`src/inc/adc_pkg.sv`:
```
// ============================================================
// Shared constants and carriers for the diagnostic/calibration sequencer
package adc_pkg;
   // ============================================================
   // Clock and calibration waveform times
   localparam int ADC_CLK_HZ = 100_000_000;          // System clock rate
   localparam int ADC_CYC_PER_MS = ADC_CLK_HZ / 1000; // Cycles per millisecond
   localparam int ADC_CAL_T0_MS = 250;                // Code 0 waveform, ms
   localparam int ADC_CAL_T1_MS = 500;                // Code 1 waveform, ms
   localparam int ADC_CAL_T2_S = 1;                   // Code 2 waveform, s
   localparam int ADC_CAL_CYC0 = ADC_CAL_T0_MS * ADC_CYC_PER_MS;
   localparam int ADC_CAL_CYC1 = ADC_CAL_T1_MS * ADC_CYC_PER_MS;
   localparam int ADC_CAL_CYC2 = ADC_CAL_T2_S * 1000 * ADC_CYC_PER_MS;

   // ============================================================
   // Register byte offsets
   localparam logic [4:0] ADC_OFS_CTRL = 5'h00;
   localparam logic [4:0] ADC_OFS_STAT = 5'h04;
   localparam logic [4:0] ADC_OFS_CAL_IN = 5'h08;
   localparam logic [4:0] ADC_OFS_CAL_OUT = 5'h0c;
   localparam logic [4:0] ADC_OFS_IMPED = 5'h10;
   localparam logic [4:0] ADC_OFS_AMPL = 5'h14;
   localparam logic [4:0] ADC_OFS_DRIVE = 5'h18;

   // ============================================================
   // Field encodings
   localparam logic [1:0] ADC_MODE_RTP = 2'h0;  // Real-time playback
   localparam logic [1:0] ADC_MODE_SEQ = 2'h1;  // Sequenced playback
   localparam logic [1:0] ADC_MODE_DIAG = 2'h2; // Actuator diagnostic
   localparam logic [1:0] ADC_MODE_CAL = 2'h3;  // Automatic calibration
   localparam logic [1:0] ADC_TRIG_PULSE = 2'h0; // Pin edges start and stop
   localparam logic [1:0] ADC_TRIG_LEVEL = 2'h1; // Pin level frames the run
   localparam logic [1:0] ADC_TRIG_INTR = 2'h2;  // Pin is not a trigger
   localparam logic [1:0] ADC_CALT_TRIG = 2'h3;  // Trigger-controlled duration

   // ============================================================
   // Carriers
   typedef struct packed {
      logic [1:0] cal_time;             // Calibration duration code
      logic open_loop;                  // 1: open-loop playback
      logic auto_brake;                 // Open-loop automatic braking
      logic [1:0] trigger_pin_function; // Pin role
      logic actuator_type_sel;          // 1: eccentric mass, 0: resonant
      logic go;                         // Launch bit
      logic [1:0] mode;                 // Operating mode
   } adc_ctrl_t;
   localparam int ADC_CTRL_W = 10;
   localparam adc_ctrl_t ADC_CTRL_RST = 10'h000;

   typedef struct packed {
      logic [1:0] zero_cross_sel;
      logic [3:0] current_dissipate_sel;
      logic [3:0] bemf_blank_sel;
      logic [1:0] sample_time;
      logic [1:0] feedback_gain;
      logic [2:0] feedback_brake_factor;
   } adc_cal_in_t;
   localparam int ADC_CAL_IN_W = 17;
   localparam adc_cal_in_t ADC_CAL_IN_RST = 17'h00000;

   typedef struct packed {
      logic [1:0] bemf_gain; // Resonant-actuator result only
      logic [7:0] bemf_comp;
      logic [7:0] level_comp;
   } adc_cal_out_t;
   localparam int ADC_CAL_OUT_W = 18;
   localparam adc_cal_out_t ADC_CAL_OUT_RST = 18'h00000;

   typedef struct packed {
      logic supply_low_lockout;
      logic over_temp;
      logic over_current;
   } adc_flt_t;

   typedef struct packed {
      logic short_det;
      logic open_det;
      logic bemf_ok;
   } adc_func_t;

   typedef struct packed {
      logic reverse;   // Drive with inverted direction
      logic brake;     // Brake request
      logic [7:0] mag; // Drive magnitude
   } adc_drive_t;

   typedef enum logic [3:0] {
      ADC_ST_IDLE = 4'b0001,
      ADC_ST_MEAS = 4'b0010,
      ADC_ST_FUNC = 4'b0100,
      ADC_ST_CAL = 4'b1000
   } adc_state_t;
endpackage

```
`src/rtl/adc_seq.sv`:
```
// Decided for this implementation: register access over Avalon-MM and the register addresses.
`timescale 1ns/1ps
// Summary of operation
// - Diagnostic mode plus launch runs diagnostic
// - Fail flag set when actuator unusable
// - Supply/thermal/current abort sets fail flag
// - Resistance measurement first, then functional test
// - Diagnostic stores impedance unless aborted during measurement
// - Thermal or supply fault aborts to standby
// - Measurement never fails, ignores over-current
// - Functional test fails on short, open, back-EMF
// - Calibration end overwrites output parameters
// - Eccentric-mass type ignores resonant inputs
// - Duration code picks 250ms, 500ms, 1s, trigger
// - Code 3 runs start trigger to stop
// - Launch bit or configured pin triggers
// - Mode value 3 selects calibration
// - Launch bit self-clears after calibration
// - Settings kept in standby and enable low
// - Amplitude words are signed two's complement
// - Closed loop: positive drives, negative brakes
// - Open loop signed; auto-brake makes negatives brake
module adc_seq import adc_pkg::*; #(
   parameter int CAL_CYC0 = ADC_CAL_CYC0, // 250 ms waveform
   parameter int CAL_CYC1 = ADC_CAL_CYC1, // 500 ms waveform
   parameter int CAL_CYC2 = ADC_CAL_CYC2  // 1 s waveform
) (
   input wire logic sys_clk,
   input wire logic rstn,
   input wire logic [4:0] avs_address,
   input wire logic avs_read,
   input wire logic avs_write,
   input wire logic [31:0] avs_writedata,
   output logic [31:0] avs_readdata,
   output logic avs_waitrequest,
   input wire logic trig_pin,
   input wire adc_flt_t faults,
   input wire logic meas_done,
   input wire logic [7:0] meas_z,
   input wire logic func_done,
   input wire adc_func_t func_res,
   input wire adc_cal_out_t cal_res,
   output logic meas_req,
   output logic func_req,
   output logic cal_req,
   output adc_cal_in_t cal_eng_in,
   output adc_drive_t drive,
   output logic busy
);
   // ============================================================
   // State
   adc_state_t st_q, st_d;            // Sequencer state
   adc_ctrl_t ctrl_q;                 // Control register
   adc_cal_in_t cal_in_q;             // Calibration inputs
   adc_cal_out_t cal_out_q;           // Calibration results
   logic [7:0] imp_q;                 // Measured impedance
   logic signed [7:0] amp_q;          // Playback amplitude word
   logic fail_q;                      // Diagnostic fail flag
   logic trig_q;                      // Previous pin sample
   logic [31:0] cnt_q;                // Calibration waveform timer
   logic wait_q;                      // Waitrequest flop
   logic [31:0] rdata_q;              // Read data flop
   logic meas_req_q, func_req_q, cal_req_q, busy_q;
   adc_cal_in_t eng_q;                // Inputs shown to the engine
   adc_drive_t drv_q;                 // Interpreted drive command

   // ============================================================
   // Bus decode
   // Access completes at the edge where waitrequest is low
   wire acc = (avs_read | avs_write) & ~wait_q;
   wire wr_en = acc & avs_write;
   wire wr_ctrl = wr_en & (avs_address == ADC_OFS_CTRL);
   wire wr_cal_in = wr_en & (avs_address == ADC_OFS_CAL_IN);
   wire wr_cal_out = wr_en & (avs_address == ADC_OFS_CAL_OUT);
   wire wr_amp = wr_en & (avs_address == ADC_OFS_AMPL);
   wire adc_ctrl_t wctl = adc_ctrl_t'(avs_writedata[ADC_CTRL_W-1:0]);

   // ============================================================
   // Trigger and launch decode
   wire idle = (st_q == ADC_ST_IDLE);
   wire pin_trig = (ctrl_q.trigger_pin_function != ADC_TRIG_INTR);
   wire trig_rise = trig_pin & ~trig_q;
   wire trig_fall = ~trig_pin & trig_q;
   wire lvl_mode = (ctrl_q.trigger_pin_function == ADC_TRIG_LEVEL);
   wire ext_stop = pin_trig & (lvl_mode ? trig_fall : trig_rise);
   wire trig_cal = (ctrl_q.mode == ADC_MODE_CAL) & (ctrl_q.cal_time == ADC_CALT_TRIG);
   // Pin may only start a trigger-controlled calibration
   wire ext_start = idle & pin_trig & trig_rise & trig_cal;
   wire go_w1 = wr_ctrl & wctl.go;
   wire go_w0 = wr_ctrl & ~wctl.go;
   // Mode written together with the launch bit counts at once
   wire [1:0] mode_new = wr_ctrl ? wctl.mode : ctrl_q.mode;
   wire launch = idle & (go_w1 | ext_start);
   wire start_diag = launch & (mode_new == ADC_MODE_DIAG);
   wire start_cal = launch & (mode_new == ADC_MODE_CAL);
   wire hard_flt = faults.supply_low_lockout | faults.over_temp;
   wire any_flt = hard_flt | faults.over_current;

   // ============================================================
   // Calibration timing
   wire [1:0] ct = ctrl_q.cal_time;
   wire timed = (ct != ADC_CALT_TRIG);
   wire [31:0] lim = (ct == 2'h0) ? 32'(CAL_CYC0) :
                     (ct == 2'h1) ? 32'(CAL_CYC1) : 32'(CAL_CYC2);
   // Code 3: a launch-bit clear or a pin stop trigger ends the run
   wire cal_end = timed ? (cnt_q == lim - 32'h1) : (go_w0 | ext_stop);
   wire func_bad = func_res.short_det | func_res.open_det | ~func_res.bemf_ok;

   // ============================================================
   // Next state
   always_comb begin
      st_d = st_q;
      case (st_q)
         ADC_ST_IDLE: begin
            if (start_diag) begin
               st_d = ADC_ST_MEAS;
            end else if (start_cal) begin
               st_d = ADC_ST_CAL;
            end
         end
         // Over-current cannot arise from the small sense current
         ADC_ST_MEAS: begin
            if (hard_flt) begin
               st_d = ADC_ST_IDLE;
            end else if (meas_done) begin
               st_d = ADC_ST_FUNC;
            end
         end
         ADC_ST_FUNC: begin
            if (any_flt | func_done) begin
               st_d = ADC_ST_IDLE;
            end
         end
         ADC_ST_CAL: begin
            if (any_flt | cal_end) begin
               st_d = ADC_ST_IDLE;
            end
         end
         default: st_d = ADC_ST_IDLE;
      endcase
   end

   // Fail events: aborts and a bad functional result
   wire fail_set = (st_q == ADC_ST_MEAS & hard_flt) |
                   (st_q == ADC_ST_FUNC & (any_flt | (func_done & func_bad))) |
                   (st_q == ADC_ST_CAL & any_flt);
   wire cal_ok = (st_q == ADC_ST_CAL) & cal_end & ~any_flt;
   wire finish = ~idle & (st_d == ADC_ST_IDLE);

   // ============================================================
   // Sequencer flops
   always_ff @(posedge sys_clk or negedge rstn) begin
      if (!rstn) begin
         st_q <= ADC_ST_IDLE;
         trig_q <= 1'b0;
         cnt_q <= 32'h0;
      end else begin
         st_q <= st_d;
         trig_q <= trig_pin;
         cnt_q <= (st_q == ADC_ST_CAL) ? cnt_q + 32'h1 : 32'h0;
      end
   end

   // Fail flag: cleared by a diagnostic or calibration launch, set by hardware only
   always_ff @(posedge sys_clk or negedge rstn) begin
      if (!rstn) begin
         fail_q <= 1'b0;
      end else if (fail_set) begin
         fail_q <= 1'b1;
      end else if (launch & (start_diag | start_cal)) begin
         fail_q <= 1'b0;
      end
   end

   // ============================================================
   // Control register; the enable pin does not touch it
   // Other fields are frozen while a routine runs, so a stray write
   // cannot change the duration or mode mid-run
   always_ff @(posedge sys_clk or negedge rstn) begin
      if (!rstn) begin
         ctrl_q <= ADC_CTRL_RST;
      end else if (finish) begin
         ctrl_q.go <= 1'b0;
      end else if (wr_ctrl & idle) begin
         ctrl_q <= wctl;
      end else if (ext_start) begin
         ctrl_q.go <= 1'b1;
      end
   end

   // Calibration inputs and results, impedance, amplitude
   always_ff @(posedge sys_clk or negedge rstn) begin
      if (!rstn) begin
         cal_in_q <= ADC_CAL_IN_RST;
         cal_out_q <= ADC_CAL_OUT_RST;
         imp_q <= 8'h00;
         amp_q <= 8'sh00;
      end else begin
         if (wr_cal_in & idle) begin
            cal_in_q <= adc_cal_in_t'(avs_writedata[ADC_CAL_IN_W-1:0]);
         end
         // Host may restore saved results while idle
         if (cal_ok) begin
            cal_out_q.level_comp <= cal_res.level_comp;
            cal_out_q.bemf_comp <= cal_res.bemf_comp;
            if (!ctrl_q.actuator_type_sel) begin
               cal_out_q.bemf_gain <= cal_res.bemf_gain;
            end
         end else if (wr_cal_out & idle) begin
            cal_out_q <= adc_cal_out_t'(avs_writedata[ADC_CAL_OUT_W-1:0]);
         end
         if ((st_q == ADC_ST_MEAS) & meas_done & ~hard_flt) begin
            imp_q <= meas_z;
         end
         if (wr_amp) begin
            amp_q <= avs_writedata[7:0];
         end
      end
   end

   // ============================================================
   // Amplitude interpretation
   wire play = idle & ctrl_q.go & ~ctrl_q.mode[1];
   wire neg = amp_q[7];
   wire [7:0] amp_abs = neg ? 8'(-amp_q) : amp_q;
   // Closed loop brakes automatically; open loop needs auto_brake
   wire brk = neg & (~ctrl_q.open_loop | ctrl_q.auto_brake);
   wire rev = neg & ctrl_q.open_loop & ~ctrl_q.auto_brake;
   wire [7:0] mag = (neg & ~ctrl_q.open_loop) ? 8'h00 : amp_abs;
   wire adc_drive_t drv_d = play ? {rev, brk, mag} : '0;
   // Eccentric-mass calibration sees the resonant inputs as zero
   wire adc_cal_in_t eng_d = ctrl_q.actuator_type_sel ?
      {2'h0, 4'h0, 4'h0, 2'h0, cal_in_q.feedback_gain, cal_in_q.feedback_brake_factor} :
      cal_in_q;

   // ============================================================
   // Outputs and bus answer
   wire [31:0] rd_mux =
      (avs_address == ADC_OFS_CTRL) ? 32'(ctrl_q) :
      (avs_address == ADC_OFS_STAT) ? {26'h0, st_q, ~idle, fail_q} :
      (avs_address == ADC_OFS_CAL_IN) ? 32'(cal_in_q) :
      (avs_address == ADC_OFS_CAL_OUT) ? 32'(cal_out_q) :
      (avs_address == ADC_OFS_IMPED) ? {24'h0, imp_q} :
      (avs_address == ADC_OFS_AMPL) ? {24'h0, amp_q} :
      (avs_address == ADC_OFS_DRIVE) ? 32'(drv_q) : 32'h0;

   always_ff @(posedge sys_clk or negedge rstn) begin
      if (!rstn) begin
         wait_q <= 1'b1;
         rdata_q <= 32'h0;
         meas_req_q <= 1'b0;
         func_req_q <= 1'b0;
         cal_req_q <= 1'b0;
         busy_q <= 1'b0;
         eng_q <= ADC_CAL_IN_RST;
         drv_q <= '0;
      end else begin
         // One wait cycle, then the answer; back to wait after it
         wait_q <= ~((avs_read | avs_write) & wait_q);
         if (avs_read & wait_q) begin
            rdata_q <= rd_mux;
         end
         meas_req_q <= (st_d == ADC_ST_MEAS);
         func_req_q <= (st_d == ADC_ST_FUNC);
         cal_req_q <= (st_d == ADC_ST_CAL);
         busy_q <= (st_d != ADC_ST_IDLE);
         eng_q <= eng_d;
         drv_q <= drv_d;
      end
   end

   assign avs_waitrequest = wait_q;
   assign avs_readdata = rdata_q;
   assign meas_req = meas_req_q;
   assign func_req = func_req_q;
   assign cal_req = cal_req_q;
   assign busy = busy_q;
   assign cal_eng_in = eng_q;
   assign drive = drv_q;
endmodule

```
`config.mk`:
```
export PLATFORM = sky130hd
export DESIGN_NAME = adc_seq
export DESIGN_NICKNAME = d
export VERILOG_FILES = /design/src/inc/adc_pkg.sv /design/src/rtl/adc_seq.sv
export SDC_FILE = /design/constraint.sdc
export NUM_CORES = 1
export LEC_CHECK = 0
export BUFFER_PORTS_ARGS = -buffer_cell sky130_fd_sc_hd__buf_2
export CAP_MARGIN = 10
export CELL_PAD_IN_SITES_DETAIL_PLACEMENT = 0
export CELL_PAD_IN_SITES_GLOBAL_PLACEMENT = 2
export CORE_MARGIN = 1
export CORE_UTILIZATION = 35
export CTS_BUF_LIST = sky130_fd_sc_hd__clkbuf_16
export DETAILED_ROUTE_END_ITERATION = 16
export PLACE_DENSITY = 0.84
export RECOVER_POWER = 100
export SLEW_MARGIN = 20
export SYNTH_ARGS = -nofsm -noshare
export SYNTH_HDL_FRONTEND = slang
export SYNTH_SLANG_ARGS = --single-unit
```
`constraint.sdc`:
```
create_clock -name sys_clk -period 2.9 [get_ports sys_clk]
set_clock_uncertainty 0.05 [all_clocks]
set_input_delay 0.58 -clock sys_clk [delete_from_list [all_inputs] [get_ports sys_clk]]
set_output_delay 0.58 -clock sys_clk [all_outputs]
set_load 0.01 [all_outputs]
```
Word-level counts from Yosys, hierarchy flattened
Cells that the tools add are included.
{"block": "word_totals", "reg_bits": 163, "wordCells": 170}
{"block": "op_classes", "addsub": 3, "n_eq_ne": 25, "muxes": 32, "bitwise": 66, "reduce_logical": 7}
{"op": "18-bit 2-to-1 mux", "n": 6}
{"op": "27-bit 2-to-1 mux", "n": 2}
{"op": "10-bit 2-to-1 mux", "n": 4}
{"op": "1-bit AND", "n": 39}
{"op": "32-bit by 1-bit adder with 32-bit output (second input constant)", "n": 1}
{"op": "32-bit == test", "n": 1}
{"op": "32-bit 2-to-1 mux", "n": 1}
{"op": "27-bit by 1-bit subtractor with 28-bit output (second input constant)", "n": 1}
{"op": "4-bit 2-to-1 mux", "n": 6}
{"op": "17-bit 2-to-1 mux", "n": 1}
{"op": "8-bit 2-to-1 mux", "n": 2}
{"op": "4-bit one-hot mux with 4 select lines", "n": 1}
{"op": "5-bit == test (second input constant)", "n": 3}
{"op": "1-bit bitwise OR", "n": 14}
{"op": "1-bit inverter", "n": 13}
{"op": "5-bit by 4-bit == test with 1-bit output (second input constant)", "n": 2}
{"op": "2-bit == test (second input constant)", "n": 4}
{"op": "4-bit by 1-bit == test with 1-bit output (second input constant)", "n": 2}
{"op": "4-bit by 2-bit == test with 1-bit output (second input constant)", "n": 2}
{"op": "4-bit by 3-bit == test with 1-bit output (second input constant)", "n": 2}
{"op": "4-bit == test (second input constant)", "n": 2}
{"op": "8-bit negation", "n": 1}
{"op": "1-bit 2-to-1 mux", "n": 7}
{"op": "2-bit inequality test (second input constant)", "n": 3}
{"op": "other kinds (9)", "n": 13}

Longest topological paths before layout
Gate-level depths: netlist of run 1.
{"block": "depth", "ltp_word": 15, "ltp_mapped": 9, "mapped_depth_nobuf": 6}

Worst setup path before layout of run 1
Ideal clock, no wire load.
{"block": "synth_timing", "path_type": "in2reg", "from": "input port avs_address[1]", "to": "register st_q[0]", "arrival_time_ns": 2.232, "required_time_ns": 2.762, "slack_ns": 0.531, "stages": 8, "n_path_buf": 2, "cell_sequence": "clkbuf_1 > or4_1 > clkbuf_1 > nor2_4 > o2111ai_2 > nand2_2 > nor2_1 > or3_1"}
{"block": "synth_via", "elab_chain_cells": 9, "word_cells_on_any_way": 18, "cone_classes": "eq/ne: 2; mux: 6; bitwise: 9; reduce/logical: 1"}
{"element": "from (decl)", "line_no": "adc_seq.sv:30", "source": "input wire logic [4:0] avs_address,"}
{"element": "5-bit zero test (*)", "line_no": "adc_seq.sv:72", "source": "wire wr_ctrl = wr_en & (avs_address == ADC_OFS_CTRL);"}
{"element": "1-bit AND (*)", "line_no": "adc_seq.sv:72"}
{"element": "1-bit AND", "line_no": "adc_seq.sv:89", "source": "wire go_w1 = wr_ctrl & wctl.go;"}
{"element": "1-bit bitwise OR", "line_no": "adc_seq.sv:93", "source": "wire launch = idle & (go_w1 | ext_start);"}
{"element": "1-bit AND", "line_no": "adc_seq.sv:93"}
{"element": "1-bit AND", "line_no": "adc_seq.sv:95", "source": "wire start_cal = launch & (mode_new == ADC_MODE_CAL);"}
{"element": "4-bit 2-to-1 mux", "line_no": "adc_seq.sv:117", "source": "end else if (start_cal) begin"}
{"element": "4-bit 2-to-1 mux", "line_no": "adc_seq.sv:115", "source": "if (start_diag) begin"}
{"element": "4-bit one-hot mux with 4 select lines (*)", "line_no": "adc_seq.sv:113", "source": "case (st_q)"}
{"element": "via st_d[0]", "line_no": "adc_seq.sv:52", "source": "adc_state_t st_q, st_d;"}
{"element": "to (signal assigned)", "line_no": "adc_seq.sv:158", "source": "st_q <= st_d;"}
{"element": "to (decl)", "line_no": "adc_seq.sv:52"}
Mark *: on every way through the listed nets, which the timed path passes. The rest lies on a longest branch.
A chain may end at the register's enable or synchronous reset.

Worst setup path after layout of run 1
{"block": "layout_timing", "from": "register st_q[0]", "to": "register st_q[3]"}
{"block": "layout_via", "elab_chain_cells": 10, "word_cells_on_any_way": 14, "cone_classes": "eq/ne: 4; mux: 3; bitwise: 7"}
{"element": "4-bit by 1-bit == test with 1-bit output", "line_no": "adc_seq.sv:80, adc_seq.sv:113"}
{"element": "1-bit AND (3 in series)", "line_no": "adc_seq.sv:88", "source": "wire ext_start = idle & pin_trig & trig_rise & trig_cal;"}
{"element": "1-bit bitwise OR", "line_no": "adc_seq.sv:93"}
{"element": "1-bit AND", "line_no": "adc_seq.sv:93"}
{"element": "1-bit AND", "line_no": "adc_seq.sv:95"}
{"element": "4-bit 2-to-1 mux", "line_no": "adc_seq.sv:117"}
{"element": "4-bit 2-to-1 mux", "line_no": "adc_seq.sv:115"}
{"element": "4-bit one-hot mux with 4 select lines (*)", "line_no": "adc_seq.sv:113"}
{"element": "via st_d[3]", "line_no": "adc_seq.sv:52"}
Marked as above.

==> impl_metrics.tcl, run 1 <==
set metrics [dict create \
    outcome "complete, but fails checks" \
    violations "capacitance limit, slew limit" \
    syn_inst 679 \
    worst_slew_pin_slew_ps 1690 \
    cts_hold_buf 0 \
    yosysSeqAreaShare 0.527 \
    pre_cts_slack_ps 392 \
    peakVddDrop_mv 0.421 \
    endpoint_kind "register" \
    io_pins 140 \
    die_y_um 144 \
    ys_types 64 \
    via_count 5584 \
    cts_resized 0 \
    hpwl_mm 14.0 \
    netlist.area_leader.share 0.519 \
    grt.total_usage 0.200 \
    grt_overflow 0 \
    clk-insertion-delay-late_ps 420 \
    die_x_um 144 \
    final.setup.worst_slack_ps 209 \
    fmax_ghz 0.372 \
    synthTopCellsByArea "dfrtp_1, mux2_2, nand2_1, nor2_1, xor2_1" \
    min_period_over_period 0.928 \
    yosys-top-cells-count "dfrtp_1, nand2_1, nor2_1, mux2_2, o21ai_0" \
    finalSetupTns_ps 0 \
    min_path_type "input pin to register" \
    core_area_um2 19700 \
    htree_levels 4 \
    worstRegToRegCells 6 \
    yosys_warnings 0 \
    antenna_found_initial 0 \
    clock_path_buffers 2 \
    port_buffers 111 \
    cp_max_fo 9 \
    maxSlewViolCount 71 \
    synthMostInstantiatedCell "dfrtp_1" \
    critical_path_class "register to register" \
    synth_area_um2 7080 \
    numCtsBuffers 17 \
    grt_max_degree 71 \
    synth_top_cell_by_area "dfrtp_1" \
    cts_tree "done" \
    area_delta_synth_final_pct 18.6 \
    drv_cap 1 \
    hold_viol_final 0 \
    cp_data_arrival_time_ps 2930 \
    min_period_ps 2690 \
    start_util 0.360 \
    ant_nets 0 \
    setup_viol 0 \
    rows 51 \
    gp_congestion 0.849 \
    cts_root_buffer "clkbuf_16" \
    rsz0062_at_grt "no" \
    synth.ff_latch_count 149 \
    post_drt_via_cell_ratio 5.21 \
    postCtsSetupBuffers 0 \
    slew_headroom -0.124 \
    power.density_nw_per_um2 622 \
    die-area_um2 20800 \
    nNetsFinal 872 \
    antenna_cells 0 \
    drc_errors 0 \
    drt_iter0_drc 395 \
    synth_enable_flop_cells 0 \
    synth-async-reset-ratio 1.00 \
    postSynthAreaPerCell_um2 10.4 \
    fin_util 0.427 \
    grt_pass1_wl_mm 31.2 \
    synth_flop_cell "dfrtp_1" \
    cp_data_required_time_ps 3140 \
    firstDrtPassIters 4 \
    cts_sinks 149 \
    hold_depth 1 \
    drive_above_1_share 0.185 \
    clk_pin_slew_ps 60 \
    leakage_nw 3.71 \
    first_global_vias 5632 \
    wire_per_inst_um 18.0 \
    drt-total-wl_mm 19.3 \
    cp-start-kind "register" \
]
sequential cells by signal (all words and copies together) (netlist names):
register         count
trig_q               1
func_req             1
cal_in_q            17
busy                 1
ct                   2
cnt_q               32
cal_eng_in          17
avs_readdata        18
amp_q                8
imp_q                8
ctrl_q               8
avs_waitrequest      1
drive               10
fail_q               1
cal_out_q           18
st_q                 4
cal_req              1
meas_req             1
logic make-up (layout without fill, tap and decap cells):
logic type | count (synthesis) | in the layout | synth area share
buffers and inverters | 62 | 176 | 0.0443
adders and majority gates | 2 | 2 | 0.00353
muxes | 41 | 41 | 0.0650
AOI/OAI and AO/OA | 141 | 141 | 0.136
DFF | 149 | 149 | 0.527
xor gates and xnor gates | 32 | 32 | 0.0396
other | 1 | 14 | 0.000530
and+or+nand+nor | 251 | 251 | 0.184
metal layers:
| metal | vias to the layer above | global-route usage | wire (um) |
|---|---|---|---|
| li1 | 2645 | - | - |
| met1 | 2771 | 0.273 | 8900 |
| met2 | 148 | 0.319 | 9160 |
| met3 | 20 | 0.0440 | 933 |
| met4 | 0 | 0.0587 | 286 |
| met5 | - | 0 | 0 |
cells in the final DEF (no fill, tap or decap), drive strengths merged, types with 4 or more instances in the layout:
cell | Yosys | routed
dfrtp | 147 | 147
clkbuf | 21 | 75
buf | 25 | 71
nand2 | 67 | 67
nor2 | 64 | 64
mux2 | 40 | 40
o21ai | 40 | 40
a22oi | 27 | 27
xor2 | 25 | 25
nand3 | 21 | 21
a21oi | 20 | 20
inv | 16 | 18
nor3 | 17 | 17
conb | 1 | 14
nor2b | 11 | 11
a21o | 9 | 9
a22o | 9 | 9
nor4 | 9 | 9
or3 | 8 | 8
nand4 | 8 | 8
clkinv | 0 | 8
xnor2 | 7 | 7
a221oi | 7 | 7
nor4b | 7 | 7
or4 | 6 | 6
nand2b | 6 | 6
a2111oi | 6 | 6
nor3b | 5 | 5
a211oi | 5 | 5
a31oi | 4 | 4
and2 | 4 | 4
where the power goes:
| group | switching (mW) | leakage, nW | internal (mW) |
|---|---|---|---|
| clock network | 0.880 | 0.286 | 1.34 |
| registers | 0.175 | 2.02 | 2.28 |
| logic | 0.323 | 1.41 | 0.227 |
| total | 1.38 | 3.71 | 3.85 |
path summary, 6_finish.rpt:
check	start	endpoint	slack, ps
worst max-delay path	st_q[0]	st_q[3]	210
min in group asynchronous	rstn	cal_eng_in[12]	550
worst min-delay path	trig_pin	trig_q	280
worst max register to register	st_q[0]	st_q[3]	210
max in group asynchronous	rstn	imp_q[5]	640
worst min register to register	cal_in_q[1]	cal_eng_in[1]	360
per-stage QoR:
stage               total power [mW]  instance area (um^2)  hold slack [ps]  cells
global placement                3.06                  7940              337   1040
detailed placement              3.07                  7940              344   1040
CTS                             5.30                  8520              129   1071
global route                    5.45                  8400              273   1071
floorplan                       2.81                  7130              234    692
finish                          5.23                  8400              281   1071
final cells by class:
type                       count  area, um^2
clock buffer                  17         425
clock inverter                14         159
fill                        1993       11300
inverter                      16        60.1
multi-input combinational    481        3070
sequential                   149        3730
tap                          265         332
timing repair buffer         129         624
critical path, stage by stage (launching register included):
cell and delay [ps]:
dfstp_1 640, or4b_1 640, a2111oi_2 510, o2111ai_1 230
nand2_2 110, nor2_1 60, o32ai_1 320
No activity file was read; power rests on OpenSTA's default activity.
==> run 2: changes to the inputs <==
--- a/config.mk
+++ b/config.mk
@@ -7,13 +7,11 @@
 export LEC_CHECK = 0
 export BUFFER_PORTS_ARGS = -buffer_cell sky130_fd_sc_hd__buf_2
 export CAP_MARGIN = 10
-export CELL_PAD_IN_SITES_DETAIL_PLACEMENT = 0
-export CELL_PAD_IN_SITES_GLOBAL_PLACEMENT = 2
 export CORE_MARGIN = 1
-export CORE_UTILIZATION = 35
+export CORE_UTILIZATION = 48
 export CTS_BUF_LIST = sky130_fd_sc_hd__clkbuf_16
 export DETAILED_ROUTE_END_ITERATION = 16
-export PLACE_DENSITY = 0.84
+export PLACE_DENSITY = 0.75
 export RECOVER_POWER = 100
 export SLEW_MARGIN = 20
 export SYNTH_ARGS = -nofsm -noshare
==> run 2 against run 1 <==
  * The run now ends clean
  * Wire length decreased by 7.6%
  * Sequential power about the same
  * Global-route usage is 5.3 points higher
  * Total power about the same
  * Via count grew 2.4%
==> impl_metrics.tcl, run 2 (synthesis results as in run 1) <==
set metrics [dict create \
    clk-insertion-delay-late_ps 420 \
    post_drt_via_cell_ratio 5.75 \
    gp_congestion 0.890 \
    use_met1 0.331 \
    firstDrtPassIters 7 \
    drt_iter0_drc 383 \
    clk_pin_slew_ps 60 \
    cp_data_required_time_ps 3190 \
    largest_register_ffs 32 \
    rows 44 \
    core_area_um2 14500 \
    cp_max_fo 9 \
    fmax_ghz 0.378 \
    total_power_mw 5.22 \
    postCtsSetupBuffers 0 \
    clock_path_buffers 2 \
    final_cells 994 \
    drc_errors 0 \
    met2_usage 0.403 \
    multi_input_area_um2 3070 \
    drv_cap 0 \
    grt.busiest_layer "met2" \
    finalSetupTns_ps 0 \
    wire_per_inst_um 17.9 \
    comb_power_share 0.108 \
    cts_resized 0 \
    start_util 0.489 \
    die_x_um 123 \
    first_global_vias 5498 \
    drt-total-wl_mm 17.8 \
    nNetsFinal 876 \
    r2r-start "st_q[0]" \
    outcome "completed" \
    regMostFlops "cnt_q" \
    via_count 5720 \
    slew_headroom 0.223 \
    drive_above_1_share 0.179 \
    ant_nets 0 \
    stdcell_area_um2 8310 \
    cts_hold_buf 0 \
    min_path_type "input pin to register" \
    pwr-share-clk 0.424 \
    use_met3 0.0577 \
    final_common_cell "dfrtp_1" \
    cp-start-kind "register" \
    worst_slew_pin_slew_ps 1170 \
    p_int_mw 3.92 \
    power.density_nw_per_um2 629 \
    rsz0062_at_grt "no" \
    io_pins 140 \
    hpwl_mm 13.0 \
    cp_data_arrival_time_ps 2940 \
    sw_frac_of_total 0.249 \
    die_y_um 123 \
    endpoint_kind "register" \
    grt_pass1_wl_mm 28.7 \
    grt_overflow 0 \
    port_buffers 111 \
    htree_levels 4 \
    cts_tree "done" \
    dpl-instance-area_um2 7860 \
    min_period_ps 2640 \
    maxSlewViolCount 0 \
    power_frac_seq 0.468 \
    die-area_um2 15200 \
    n_fill_cell 1257 \
    layout_common_cells "dfrtp_1, nand2_1, nor2_1" \
    p_switching_mw 1.30 \
    numCtsBuffers 17 \
    hold_viol_final 0 \
    area_delta_synth_final_pct 17.4 \
    peakVddDrop_mv 0.400 \
    setup_viol 0 \
    critical_path_class "register to register" \
    register_area_um2 3730 \
    leakage_nw 3.72 \
    numPlacedInstances 963 \
    cts_sinks 149 \
    cts_root_buffer "clkbuf_16" \
    antenna_found_initial 1 \
    min_from "avs_read" \
    grt.total_usage 0.253 \
    grt_max_degree 70 \
    crit_start "st_q[0]" \
    min_period_over_period 0.912 \
]
-- run 2: layout make-up --
| class | count | area share |
|---|---|---|
| Tap cell | 184 | 0.0277 |
| Timing Repair Buffer | 133 | 0.0754 |
| Multi-Input combinational cell | 481 | 0.369 |
| Antenna cell | 1 | 0.000301 |
| Clock inverter | 13 | 0.0199 |
| Inverter | 16 | 0.00723 |
| Sequential cell | 149 | 0.449 |
| Clock buffer | 17 | 0.0512 |
-- run 2: path summary, 6_finish.rpt --
check,endpoint,slack (ps),cells past startpoint
hold / removal,avs_waitrequest,280,2
setup / recovery,st_q[0],260,6
hold reg to reg,cal_eng_in[2],370,0
min in group asynchronous,cal_eng_in[12],340,1
setup reg to reg,st_q[0],260,6
max in group asynchronous,func_req,830,2
-- run 2: routing by layer --
metal	up-vias	wire, um
met5	-	0
met4	0	601
met3	40	964
met2	209	8620
met1	2813	7620
li1	2658	-
-- run 2: power by group through the flow --
stage,sequential (mW),combinational (mW),clock [mW]
3_3_place_gp,2.48,0.574,0
3_5_place_dp,2.48,0.594,0
4_1_cts,2.44,0.595,2.25
2_1_floorplan,2.45,0.359,0
5_1_grt,2.47,0.629,2.33
6_report,2.45,0.563,2.22
-- run 2: per-stage QoR --
step	setup slack (ps)	hold slack (ps)	utilization
2_1_floorplan	531	234	-
3_3_place_gp	444	351	0.543
3_5_place_dp	407	351	0.543
4_1_cts	400	53.7	0.584
5_1_grt	47.8	295	0.574
6_report	255	283	0.574
-- run 2: critical path, stage by stage (launching register included) --
cell	delay, ps
dfstp_1	630
or4b_1	640
a2111oi_2	490
o2111ai_1	230
nand2_2	110
nor2_1	50
or3_1	350
==> run 3: changes to the inputs <==
==> constraint.sdc (replaced) <==
create_clock -name sys_clk -period 2.9 [get_ports sys_clk]
set_clock_uncertainty 0.05 [all_clocks]
set_input_delay 0.87 -clock sys_clk [delete_from_list [all_inputs] [get_ports sys_clk]]
set_output_delay 0.87 -clock sys_clk [all_outputs]
set_load 0.01 [all_outputs]
==> run 3 against run 2 <==
  * Die area unchanged
  * Via count about the same
  * Sequential share of layout area decreased by 0.43 points
  * Global-route usage decreased by 0.47 points
  * Critical path depth increased by 1
  * Count of clock-buffer cells in the layout unchanged
==> impl_metrics.tcl, run 3 (synthesis results as in run 1) <==
set metrics [dict create \
    stdcell_area_um2 8390 \
    cts_hold_buf 0 \
    drive_above_1_share 0.186 \
    io_pins 140 \
    clock_path_buffers 2 \
    largest_register_ffs 32 \
    hold_viol_final 0 \
    nNetsFinal 878 \
    regMostFlops "cnt_q" \
    maxSlewViolCount 0 \
    leakage_nw 3.75 \
    numCtsBuffers 17 \
    pwr-share-clk 0.440 \
    cts_root_buffer "clkbuf_16" \
    final_cells 997 \
    comb_power_share 0.106 \
    grt_overflow 0 \
    numPlacedInstances 965 \
    worstRegToRegCells 7 \
    firstDrtPassIters 5 \
    hold_depth 0 \
    final_common_cell "dfrtp_1" \
    die_y_um 123 \
    hpwl_mm 12.9 \
    pre_cts_slack_ps 173 \
    fin_util 0.580 \
    antenna_cells 0 \
    die-area_um2 15200 \
    ant_nets 0 \
    slew_headroom 0.0475 \
    reg2reg_to "cal_out_q[7]" \
    whs_endpoint "cal_eng_in[0]" \
    die_x_um 123 \
    drt_iter0_drc 374 \
    cts_tree "done" \
    min_period_ps 2640 \
    min_from "cal_in_q[0]" \
    setup_viol 0 \
    drc_errors 0 \
    cp_data_arrival_time_ps 2950 \
    core_area_um2 14500 \
    drt-total-wl_mm 17.9 \
    cp_data_required_time_ps 3210 \
    p_int_mw 4.03 \
    sw_frac_of_total 0.252 \
    first_global_vias 5258 \
    endpoint_kind "register" \
    clk_pin_slew_ps 60 \
    grt.total_usage 0.248 \
    n_fill_cell 1219 \
    cp-start-kind "input pin" \
    drv_cap 0 \
    fmax_ghz 0.379 \
    power.density_nw_per_um2 643 \
    grt_pass1_wl_mm 28.2 \
    cts_resized 0 \
    clk-insertion-delay-late_ps 420 \
    cp_max_fo 8 \
    final.setup.worst_slack_ps 261 \
    holdWs_ps 369 \
    rsz0062_at_grt "no" \
    finalSetupTns_ps 0 \
    min_period_over_period 0.910 \
    p_switching_mw 1.36 \
    gp_congestion 0.927 \
    rrSetupSlack_ps 300 \
    outcome "completed" \
    antenna_found_initial 0 \
    area_delta_synth_final_pct 18.5 \
    wire_per_inst_um 18.0 \
    critical_path_class "input pin to register" \
    rows 44 \
    grt_max_degree 57 \
    min_path_type "register to register" \
    total_power_mw 5.39 \
    worst_slew_pin_slew_ps 1430 \
    postCtsSetupBuffers 0 \
    htree_levels 4 \
    power_frac_seq 0.454 \
    peakVddDrop_mv 0.395 \
    r2r-start "cnt_q[11]" \
    cts_sinks 149 \
    post_drt_via_cell_ratio 5.74 \
    port_buffers 111 \
    via_count 5721 \
    layout_common_cells "dfrtp_1, nand2_1, nor2_1" \
    dpl-instance-area_um2 7880 \
    start_util 0.489 \
]
run 3: cell types whose count changed in the layout (fill, tap and decap cells not counted), sizes merged:
cell / previous run / this run
inv: 16 / 17
diode: 1 / 0
clkinv: 8 / 6
buf: 70 / 71
clkinvlp: 1 / 3
clkbuf: 80 / 81
bufinv: 4 / 5
run 3: cell type report:
class | count | area [um^2] | area share
sequential | 149 | 3730 | 0.445
multi-input combinational | 481 | 3080 | 0.367
timing repair buffer | 135 | 649 | 0.0774
clock buffer | 17 | 425 | 0.0507
tap | 184 | 230 | 0.0274
clock inverter | 15 | 213 | 0.0253
inverter | 16 | 60.1 | 0.00716
run 3: routing by layer:
layer  global-route usage  vias to the layer above  share of wire
met5                    0                        -              0
met4               0.0753                        0          0.018
met3               0.0517                       36          0.049
met2                0.405                      179           0.50
met1                0.333                     2843           0.44
li1                     -                     2663              -
run 3: worst max-delay path: stages:
cell and delay (ps):
clkbuf_1 130, nand2b_1 250, nor4b_1 580, clkbuf_1 410
a221oi_1 210, a211oi_1 370, a21o_1 130
run 3: worst max-delay path by stage:
stage / startpoint / end / depth (start not counted)
floorplan: avs_address[1] / st_q[0] / 8
global placement: avs_address[4] / st_q[0] / 7
detailed placement: avs_address[4] / st_q[0] / 7
CTS: cnt_q[11] / cal_out_q[9] / 7
global route: avs_address[0] / avs_readdata[4] / 7
finish: avs_address[0] / avs_readdata[3] / 7
run 3: power by group through the flow:
stage | registers (mW) | logic (mW) | clock network (mW)
after floorplan | 2.45 | 0.359 | 0
after global placement | 2.48 | 0.577 | 0
after detailed placement | 2.48 | 0.594 | 0
after CTS | 2.45 | 0.596 | 2.39
after global routing | 2.48 | 0.635 | 2.48
final | 2.45 | 0.569 | 2.37
